## src/hdl/cbe_pkg.sv

```systemverilog
// constants, register map and mode encoding of the balancing expiry bank
// assumes a 100 MHz clock and one register per aligned 32-bit word
package cbe_pkg;

    // ---------------------------------------------------------------
    // clock and time base
    // ---------------------------------------------------------------
    localparam int CLK_PERIOD_PS = 10_000;
    localparam longint SECOND_PS = 64'd1_000_000_000_000;
    localparam int CYC_PER_SEC = int'(SECOND_PS / CLK_PERIOD_PS);
    localparam int SEC_PER_MIN = 60;
    localparam int MIN_PER_HOUR = 60;

    // ---------------------------------------------------------------
    // register indices; byte address is four times the index
    // ---------------------------------------------------------------
    localparam logic [7:0] IDX_EXP_MASTER = 8'h70;
    localparam logic [7:0] IDX_EXP_CELL_TWO = 8'h71;
    localparam logic [7:0] IDX_EXP_CELL_THREE = 8'h72;
    localparam logic [7:0] IDX_EXP_CELL_FOUR = 8'h73;
    localparam logic [7:0] IDX_EXP_CELL_FIVE = 8'h74;
    localparam logic [7:0] IDX_BAL_CTRL = 8'h78;
    localparam logic [7:0] IDX_BAL_STATUS = 8'h79;

    // ---------------------------------------------------------------
    // fields and reset values
    // ---------------------------------------------------------------
    localparam int NUM_CELLS = 5;
    localparam int EXP_W = 10;
    localparam logic [9:0] EXP_RESET = 10'h000;
    localparam logic [9:0] EXP_UNLIMITED = 10'h3ff;
    localparam int CTRL_MODE_LSB = 0;
    localparam int CTRL_RESTART_BIT = 8;
    localparam int STAT_TIMER_LSB = 0;
    localparam int STAT_ALLOW_LSB = 16;

    typedef enum logic [2:0] {
        CBE_OFF = 3'b000,
        CBE_MANUAL_SEC = 3'b001,
        CBE_DISCH_MIN = 3'b010,
        CBE_DISCH_HOUR = 3'b011,
        CBE_INDIV_SEC = 3'b100,
        CBE_INDIV_MIN = 3'b101,
        CBE_GROUP_SEC = 3'b110,
        CBE_GROUP_MIN = 3'b111
    } cbe_mode_e;

endpackage

```

## src/hdl/cbe_regs.sv

```systemverilog
// balancing expiry register bank for cells one to five, with elapsed timer
// assumes an AHB-Lite master on hclk; switch enables live elsewhere
//
// Summary of operation
// - master expiry governs group, discharge and manual modes
// - master expiry writes ignored unless mode is off
// - cell two-five writes ignored in automatic modes
// - per-cell expiry used only in individual automatic mode
// - all-ones expiry never expires
// - zero expiry means already expired, balancing off
// - ten-bit expiry, unit chosen by mode
// - in individual mode each cell register times its own switch
// - manual restart zeroes timer, ignored once expired
//
// Decided for this implementation: the AHB-Lite slave port.
`timescale 1ns/1ps
module cbe_regs import cbe_pkg::*; #(
    parameter int CYC_SEC = CYC_PER_SEC
) (
    input wire logic hclk, // bus clock
    input wire logic hresetn, // async reset, active low
    input wire logic hsel, // slave select
    input wire logic [31:0] haddr, // byte address
    input wire logic [1:0] htrans, // transfer type
    input wire logic hwrite, // write when high
    input wire logic [2:0] hsize, // transfer size
    input wire logic [31:0] hwdata, // write data
    input wire logic hready, // bus ready in
    output logic hreadyout, // slave ready out
    output logic hresp, // always okay
    output logic [31:0] hrdata, // read data
    output logic [NUM_CELLS-1:0] cell_balance_allow, // switch may conduct
    output logic [EXP_W-1:0] balancing_elapsed_timer // elapsed units
);

    // ---------------------------------------------------------------
    // helpers
    // ---------------------------------------------------------------
    function automatic logic expiry_hit(input logic [9:0] lim, input logic [9:0] t);
        expiry_hit = (lim == EXP_RESET) || (lim != EXP_UNLIMITED && t >= lim);
    endfunction

    function automatic logic idx_mapped(input logic [7:0] idx);
        idx_mapped = (idx >= IDX_EXP_MASTER && idx <= IDX_EXP_CELL_FIVE)
            || idx == IDX_BAL_CTRL || idx == IDX_BAL_STATUS;
    endfunction

    // ---------------------------------------------------------------
    // bus address phase capture
    // ---------------------------------------------------------------
    logic dp_wr_r;
    logic dp_rd_r;
    logic rd_wait_r;
    logic [7:0] dp_idx_r;
    logic ap_take;
    logic [9:0] exp_r [NUM_CELLS];
    logic [2:0] mode_r;
    logic [9:0] timer_r;
    logic [NUM_CELLS-1:0] allow_r;
    logic [31:0] rdata_r;
    logic [9:0] lim [NUM_CELLS];
    logic [NUM_CELLS-1:0] hit;
    logic indiv;
    logic wr_ctrl;
    logic restart_req;
    logic restart_ok;
    logic unit_tick;
    logic sec_tick;
    logic min_tick;
    logic hour_tick;

    // reads take one wait state so a write just before is seen
    assign ap_take = hsel && htrans[1] && hready;
    assign hreadyout = !(dp_rd_r && rd_wait_r);
    assign hresp = 1'b0;
    assign hrdata = rdata_r;

    always_ff @(posedge hclk or negedge hresetn) begin
        if (!hresetn) begin
            dp_wr_r <= 1'b0;
            dp_rd_r <= 1'b0;
            dp_idx_r <= 8'h00;
        end else if (hreadyout) begin
            dp_wr_r <= ap_take && hwrite;
            dp_rd_r <= ap_take && !hwrite;
            if (ap_take) begin
                dp_idx_r <= haddr[9:2];
            end
        end
    end

    always_ff @(posedge hclk or negedge hresetn) begin
        if (!hresetn) begin
            rd_wait_r <= 1'b0;
        end else if (hreadyout) begin
            rd_wait_r <= ap_take && !hwrite;
        end else begin
            rd_wait_r <= 1'b0;
        end
    end

    // ---------------------------------------------------------------
    // expiry registers
    // ---------------------------------------------------------------
    for (genvar k = 0; k < NUM_CELLS; k++) begin : g_exp
        logic wr_hit;
        logic locked;
        assign wr_hit = dp_wr_r && dp_idx_r == IDX_EXP_MASTER + 8'(k);
        // master locks in any mode but off, cells only in automatic ones
        assign locked = (k == 0) ? (mode_r != CBE_OFF) : mode_r[2];
        always_ff @(posedge hclk or negedge hresetn) begin
            if (!hresetn) begin
                exp_r[k] <= EXP_RESET;
            end else if (wr_hit && !locked) begin
                exp_r[k] <= hwdata[EXP_W-1:0];
            end
        end
        // own register only in individual mode, else the master
        assign lim[k] = (indiv && k != 0) ? exp_r[k] : exp_r[0];
        assign hit[k] = expiry_hit(lim[k], timer_r);
    end

    // ---------------------------------------------------------------
    // mode control and restart strobe
    // ---------------------------------------------------------------
    assign indiv = mode_r == CBE_INDIV_SEC || mode_r == CBE_INDIV_MIN;
    assign wr_ctrl = dp_wr_r && dp_idx_r == IDX_BAL_CTRL;
    assign restart_req = wr_ctrl && hwdata[CTRL_RESTART_BIT];
    // restart applies in manual mode and only before the watchdog expires
    assign restart_ok = restart_req && mode_r == CBE_MANUAL_SEC
        && hwdata[CTRL_MODE_LSB +: 3] == mode_r && !hit[0];

    always_ff @(posedge hclk or negedge hresetn) begin
        if (!hresetn) begin
            mode_r <= CBE_OFF;
        end else if (wr_ctrl) begin
            mode_r <= hwdata[CTRL_MODE_LSB +: 3];
        end
    end

    // ---------------------------------------------------------------
    // elapsed timer
    // ---------------------------------------------------------------
    cbe_timebase #(
        .CYC_SEC(CYC_SEC)
    ) u_tb (
        .hclk(hclk),
        .hresetn(hresetn),
        .clr(wr_ctrl),
        .sec_tick(sec_tick),
        .min_tick(min_tick),
        .hour_tick(hour_tick)
    );

    always_comb begin
        unique case (mode_r)
            CBE_OFF: unit_tick = 1'b0;
            CBE_MANUAL_SEC, CBE_INDIV_SEC, CBE_GROUP_SEC: unit_tick = sec_tick;
            CBE_DISCH_MIN, CBE_INDIV_MIN, CBE_GROUP_MIN: unit_tick = min_tick;
            CBE_DISCH_HOUR: unit_tick = hour_tick;
        endcase
    end

    // a control write starts a fresh balancing period unless it sets a refused restart; timer saturates
    always_ff @(posedge hclk or negedge hresetn) begin
        if (!hresetn) begin
            timer_r <= 10'h000;
        end else if (restart_ok || (wr_ctrl && !restart_req)) begin
            timer_r <= 10'h000;
        end else if (wr_ctrl) begin
            timer_r <= timer_r;
        end else if (unit_tick && timer_r != EXP_UNLIMITED) begin
            timer_r <= timer_r + 10'h001;
        end
    end

    always_ff @(posedge hclk or negedge hresetn) begin
        if (!hresetn) begin
            allow_r <= '0;
        end else begin
            for (int k = 0; k < NUM_CELLS; k++) begin
                // in manual mode the master acts as a watchdog on all cells
                allow_r[k] <= mode_r != CBE_OFF && !hit[k]
                    && !(mode_r == CBE_MANUAL_SEC && hit[0]);
            end
        end
    end

    assign cell_balance_allow = allow_r;
    assign balancing_elapsed_timer = timer_r;

    // ---------------------------------------------------------------
    // read data
    // ---------------------------------------------------------------
    always_ff @(posedge hclk or negedge hresetn) begin
        if (!hresetn) begin
            rdata_r <= 32'h0000_0000;
        end else if (dp_rd_r && rd_wait_r) begin
            rdata_r <= 32'h0000_0000;
            if (dp_idx_r >= IDX_EXP_MASTER && dp_idx_r <= IDX_EXP_CELL_FIVE) begin
                rdata_r[EXP_W-1:0] <= exp_r[3'(dp_idx_r - IDX_EXP_MASTER)];
            end else if (dp_idx_r == IDX_BAL_CTRL) begin
                rdata_r[CTRL_MODE_LSB +: 3] <= mode_r;
            end else if (dp_idx_r == IDX_BAL_STATUS) begin
                rdata_r[STAT_TIMER_LSB +: EXP_W] <= timer_r;
                rdata_r[STAT_ALLOW_LSB +: NUM_CELLS] <= allow_r;
            end
        end
    end

    // ---------------------------------------------------------------
    // checks
    // ---------------------------------------------------------------
    a_master_lock: assert property (@(posedge hclk) disable iff (!hresetn)
        (dp_wr_r && dp_idx_r == IDX_EXP_MASTER && mode_r != CBE_OFF) |=> $stable(exp_r[0]))
        else $error("master expiry changed while balancing");

    a_cell_lock: assert property (@(posedge hclk) disable iff (!hresetn)
        (dp_wr_r && dp_idx_r == IDX_EXP_CELL_THREE && mode_r[2]) |=> $stable(exp_r[2]))
        else $error("cell expiry changed in automatic mode");

    a_cell_unused: assert property (@(posedge hclk) disable iff (!hresetn)
        (mode_r != CBE_OFF && !indiv && exp_r[0] == EXP_UNLIMITED
            && mode_r != CBE_MANUAL_SEC) |=> allow_r == '1)
        else $error("cell expiry used outside individual mode");

    a_unlimited: assert property (@(posedge hclk) disable iff (!hresetn)
        (mode_r != CBE_OFF && !indiv && exp_r[0] == EXP_UNLIMITED) |=> allow_r[0])
        else $error("unlimited expiry stopped balancing");

    a_zero_expired: assert property (@(posedge hclk) disable iff (!hresetn)
        (exp_r[0] == EXP_RESET) |=> !allow_r[0])
        else $error("zero expiry allowed balancing");

    a_unit_select: assert property (@(posedge hclk) disable iff (!hresetn)
        (!unit_tick && !wr_ctrl) |=> $stable(timer_r))
        else $error("timer moved without a unit tick");

    a_own_switch: assert property (@(posedge hclk) disable iff (!hresetn)
        (indiv && exp_r[3] != EXP_UNLIMITED && timer_r >= exp_r[3]) |=> !allow_r[3])
        else $error("cell four ran past its own expiry");

    a_manual_watch: assert property (@(posedge hclk) disable iff (!hresetn)
        (mode_r == CBE_MANUAL_SEC && hit[0]) |=> allow_r == '0)
        else $error("manual watchdog expiry left a switch on");

    a_restart_zero: assert property (@(posedge hclk) disable iff (!hresetn)
        restart_ok |=> timer_r == 10'h000 ##1 timer_r <= 10'h001)
        else $error("restart did not zero the timer");

    a_upper_zero: assert property (@(posedge hclk) disable iff (!hresetn)
        (dp_rd_r && hreadyout && dp_idx_r <= IDX_EXP_CELL_FIVE) |-> hrdata[31:EXP_W] == '0)
        else $error("upper expiry bits read nonzero");

    a_read_wait: assert property (@(posedge hclk) disable iff (!hresetn)
        (ap_take && !hwrite && hreadyout) |=> !hreadyout ##1 hreadyout)
        else $error("read answer not after one wait state");

    a_unmapped_zero: assert property (@(posedge hclk) disable iff (!hresetn)
        (dp_rd_r && hreadyout && !idx_mapped(dp_idx_r)) |-> hrdata == 32'h0)
        else $error("unmapped read returned data");

endmodule

```

## src/hdl/cbe_timebase.sv

```systemverilog
// seconds, minutes and hours as one-cycle enables derived from hclk
// assumes one clock; clr restarts every prescaler in step
`timescale 1ns/1ps
module cbe_timebase import cbe_pkg::*; #(
    parameter int CYC_SEC = CYC_PER_SEC
) (
    input wire logic hclk, // bus clock
    input wire logic hresetn, // async reset, active low
    input wire logic clr, // restart prescalers
    output logic sec_tick, // one-cycle pulse per second
    output logic min_tick, // one-cycle pulse per minute
    output logic hour_tick // one-cycle pulse per hour
);

    logic [31:0] cyc_r;
    logic [5:0] sec_r;
    logic [5:0] min_r;
    logic sec_end;

    assign sec_end = (cyc_r == 32'(CYC_SEC - 1));

    always_ff @(posedge hclk or negedge hresetn) begin
        if (!hresetn) begin
            cyc_r <= 32'h0;
            sec_r <= 6'h0;
            min_r <= 6'h0;
        end else if (clr) begin
            cyc_r <= 32'h0;
            sec_r <= 6'h0;
            min_r <= 6'h0;
        end else if (sec_end) begin
            cyc_r <= 32'h0;
            if (sec_r == 6'(SEC_PER_MIN - 1)) begin
                sec_r <= 6'h0;
                min_r <= (min_r == 6'(MIN_PER_HOUR - 1)) ? 6'h0 : min_r + 6'h1;
            end else begin
                sec_r <= sec_r + 6'h1;
            end
        end else begin
            cyc_r <= cyc_r + 32'h1;
        end
    end

    always_ff @(posedge hclk or negedge hresetn) begin
        if (!hresetn) begin
            sec_tick <= 1'b0;
            min_tick <= 1'b0;
            hour_tick <= 1'b0;
        end else begin
            sec_tick <= sec_end && !clr;
            min_tick <= sec_end && !clr && sec_r == 6'(SEC_PER_MIN - 1);
            hour_tick <= sec_end && !clr && sec_r == 6'(SEC_PER_MIN - 1)
                && min_r == 6'(MIN_PER_HOUR - 1);
        end
    end

endmodule

```

## config.mk

```make
export PLATFORM = sky130hd
export DESIGN_NAME = cbe_regs
export DESIGN_NICKNAME = d
export VERILOG_FILES = /design/src/hdl/cbe_pkg.sv /design/src/hdl/cbe_regs.sv /design/src/hdl/cbe_timebase.sv
export SDC_FILE = /design/constraint.sdc
export NUM_CORES = 1
export LEC_CHECK = 0
export BUFFER_PORTS_ARGS = -buffer_cell sky130_fd_sc_hd__buf_2
export CORE_MARGIN = 2
export CORE_UTILIZATION = 55
export DETAILED_ROUTE_END_ITERATION = 12
export PLACE_DENSITY = 0.77
export SLEW_MARGIN = 0
export SYNTH_ARGS = -nofsm -noshare
export SYNTH_HDL_FRONTEND = slang
export SYNTH_SLANG_ARGS = --single-unit
```

## constraint.sdc

```tcl
create_clock -name hclk -period 9.7 [get_ports hclk]
set_clock_uncertainty 0.15 [all_clocks]
set_input_delay 0.485 -clock hclk [delete_from_list [all_inputs] [get_ports hclk]]
set_output_delay 0.485 -clock hclk [all_outputs]
set_load 0.01 [all_outputs]
```

==> run_results.csv <==
group,metric,value,unit
cts,clock-root-buffer,"clkbuf_16",
yosys,syn-mean-instance-area,9.814,µm²
yosys,synthArstFlopShare,1.000,
timing,rsz0062_at_grt,"false",
detailed_routing,finalWirelength,21.37,mm
yosys,yosys_warnings,0,
cts,cts_sinks,141,
worst_setup_path,cp_cell_sequence,"nor2b_4 -> buf_4 -> nor2_2 -> a21oi_1 -> ha_1 -> a21oi_1 -> o21ai_0 -> a41oi_1 -> o21ai_0 -> a21o_1 -> a211oi_1",
worst_setup_path,r2r_setup_slack,6.18,ns
detailed_routing,drt_iter0_markers,841,
global_routing,grt_pass1_vias,6399,
cts,clock_latency,0.42,ns
timing,tns,0,ns
cts,cts_tree,"done",
timing,setup_viol,0,
worst_setup_path,worst_path_max_delay_cell,"dfrtp_1",
timing,tightestPinTransition,1.110,ns
timing,finalHoldViolations,0,
floorplan,core,15150,µm²
status,status,"completed",
floorplan,initial_core_util,0.5592,
floorplan,rows,45,
cts,cts.htree.levels,4,
timing,period_share,0.3629,
global_routing,grt_overflow,0,
timing,period_minus_slack,3.521,ns
worst_setup_path,crit_fanout,63,
placement,place_congestion,1.018,
placement,numPortBuffers,54,
cells_and_area,antenna_cells,0,
yosys,seq_area_frac_synth,0.4166,
floorplan,io_pins,123,
worst_setup_path,cpLargestDelayFamily,"compound AO/OA/AOI/OAI gates",
timing,fmax,0.2840,GHz
detailed_routing,vias,6875,
global_routing,grt_usage,0.2711,
power_and_ir_drop,ir_worst_vdd,0.1234,mV
detailed_routing,postRouteAntennaNets,0,
cells_and_area,nNetsFinal,1025,
floorplan,die_w,128.1,µm
worst_setup_path,path_class,"reg -> reg",
cells_and_area,final_common_cell,"dfrtp_1",
job,maxCapViolCount,0,
detailed_routing,drt_drc_violations_left,0,
worst_setup_path,cp.required,9.84,ns
detailed_routing,wl_per_cell,19.48,µm
yosys,synthesis.instances,863,
placement,dp_hpwl,14.89,mm
cts,clockBufferDepth,2,
worst_setup_path,startpoint_type,"flip-flop",
detailed_routing,vias_per_cell,6.267,
cts,cts-buffers-inserted,17,
floorplan,dieHeight,128.1,µm
yosys,ys_types,63,
timing,whs,0.09916,ns
power_and_ir_drop,powerDensity,167.6,nW/µm²
cts,path_clk_slew,0.06,ns
yosys,synth_edf_count,0,
timing,slew_violations,0,
worst_setup_path,critPathMaxStageDelay,0.56,ns
global_routing,grt_pass1_wl,34.24,mm
cells_and_area,drive_above_1_share,0.1749,
cells_and_area,syn2layout_area_growth,11.18,%
yosys,synth_area,8469,µm²
cts,postCtsSetupRepairBufs,0,
worst_setup_path,cp.arrival,3.66,ns
worst_setup_path,path_buf_inv,1,
floorplan,dieArea,16410,µm²
power_and_ir_drop,power_leakage,0.004283,µW
detailed_routing,first_pass_iters,5,
timing,slew_headroom,0.2602,
cells_and_area,final_cell_mix,"141 x dfrtp_1, 84 x nor2_1, 76 x nand2_1",
worst_hold_path,hold_path_class,"in -> reg",
global_routing,grt_start_max_net_pins,76,
global_routing,grt_antenna_before_repair,0,
yosys,ys_ff_latch,141,
worst_setup_path,endpoint_kind,"flip-flop",
power_and_ir_drop,p_total,1578,µW
yosys,synth_ff_type,"dfrtp_1",
[layer usage]
layer / wire [µm] / global-route usage / up-vias
met5: 0 / 0 / -
met4: 617 / 0.1273 / 0
met3: 1834 / 0.06260 / 50
met2: 9330 / 0.3913 / 319
met1: 9586 / 0.3875 / 3324
li1: - / - / 3182
[kinds of logic after synthesis]
| group | Yosys count | share of synthesized area |
|---|---|---|
| compound gates | 174 | 0.1245 |
| fa+ha+maj | 54 | 0.07978 |
| simple gates | 316 | 0.1920 |
| buf+inv | 77 | 0.04786 |
| other cells | 1 | 0.0004428 |
| xor+xnor | 35 | 0.03619 |
| flops | 141 | 0.4166 |
| mux | 65 | 0.1025 |
[repair_timing]
item | in CTS | in global routing
hold buffers | 1 | 0
resized for setup | 0 | 0
endpoints found under the hold margin | 66 | 0
endpoints found under the setup margin | 0 | 0
[Yosys cell counts, drive strengths merged, types with 19 or more instances]
library cell	number	share of area
xor2	23	0.024
clkbuf	20	0.0089
dfrtp	141	0.42
o21ai	35	0.021
nor2	85	0.038
nand4	24	0.018
nand3	31	0.019
mux2	50	0.070
and3	19	0.014
ha	54	0.080
nand2	77	0.034
buf	39	0.031
a21oi	74	0.044
[flip-flops by register name (all words and copies together), names as in the netlist]
signal                   cells
balancing_elapsed_timer     10
cell_balance_allow           5
dp_idx_r                     8
dp_rd_r                      1
dp_wr_r                      1
exp_r                       50
hrdata                      15
mode_r                       3
rd_wait_r                    1
u_tb.cyc_r                  32
u_tb.hour_tick               1
u_tb.min_r                   6
u_tb.min_tick                1
u_tb.sec_r                   6
u_tb.sec_tick                1
[final cells by class]
cell class / count / area, µm²
Clock buffer: 19 / 442.9
Multi-Input combinational cell: 662 / 4607
Clock inverter: 12 / 234.0
Timing Repair Buffer: 57 / 301.5
Tap cell: 188 / 235.2
Inverter: 18 / 67.56
Sequential cell: 141 / 3528
Fill cell: 1198 / 5729
[final timing paths]
check / startpoint / end / cells after the start
hold reg to reg: u_tb.cyc_r[0] / u_tb.cyc_r[0] / 1
max in group asynchronous: hresetn / u_tb.min_r[4] / 3
min in group asynchronous: hresetn / balancing_elapsed_timer[5] / 2
setup reg to reg: mode_r[2] / cell_balance_allow[3] / 11
setup / recovery: mode_r[2] / cell_balance_allow[3] / 11
hold / removal: hwrite / rd_wait_r / 2
[power by group]
| group | switching (µW) | internal (µW) |
|---|---|---|
| Clock | 254 | 491 |
| Combinational | 91.5 | 74.6 |
| Sequential | 48.5 | 618 |
[metrics by stage]
stage | setup slack (ns) | util | area (µm²) | cells
6_report | 6.179 | 0.6217 | 9417 | 1097
5_1_grt | 5.970 | 0.6217 | 9417 | 1097
4_1_cts | 6.226 | 0.6217 | 9417 | 1097
3_5_place_dp | 6.241 | 0.5764 | 8730 | 1065
3_3_place_gp | 6.290 | 0.5764 | 8730 | 1065
2_1_floorplan | 6.608 | - | 8533 | 880
(Power assumes the default switching activity.)
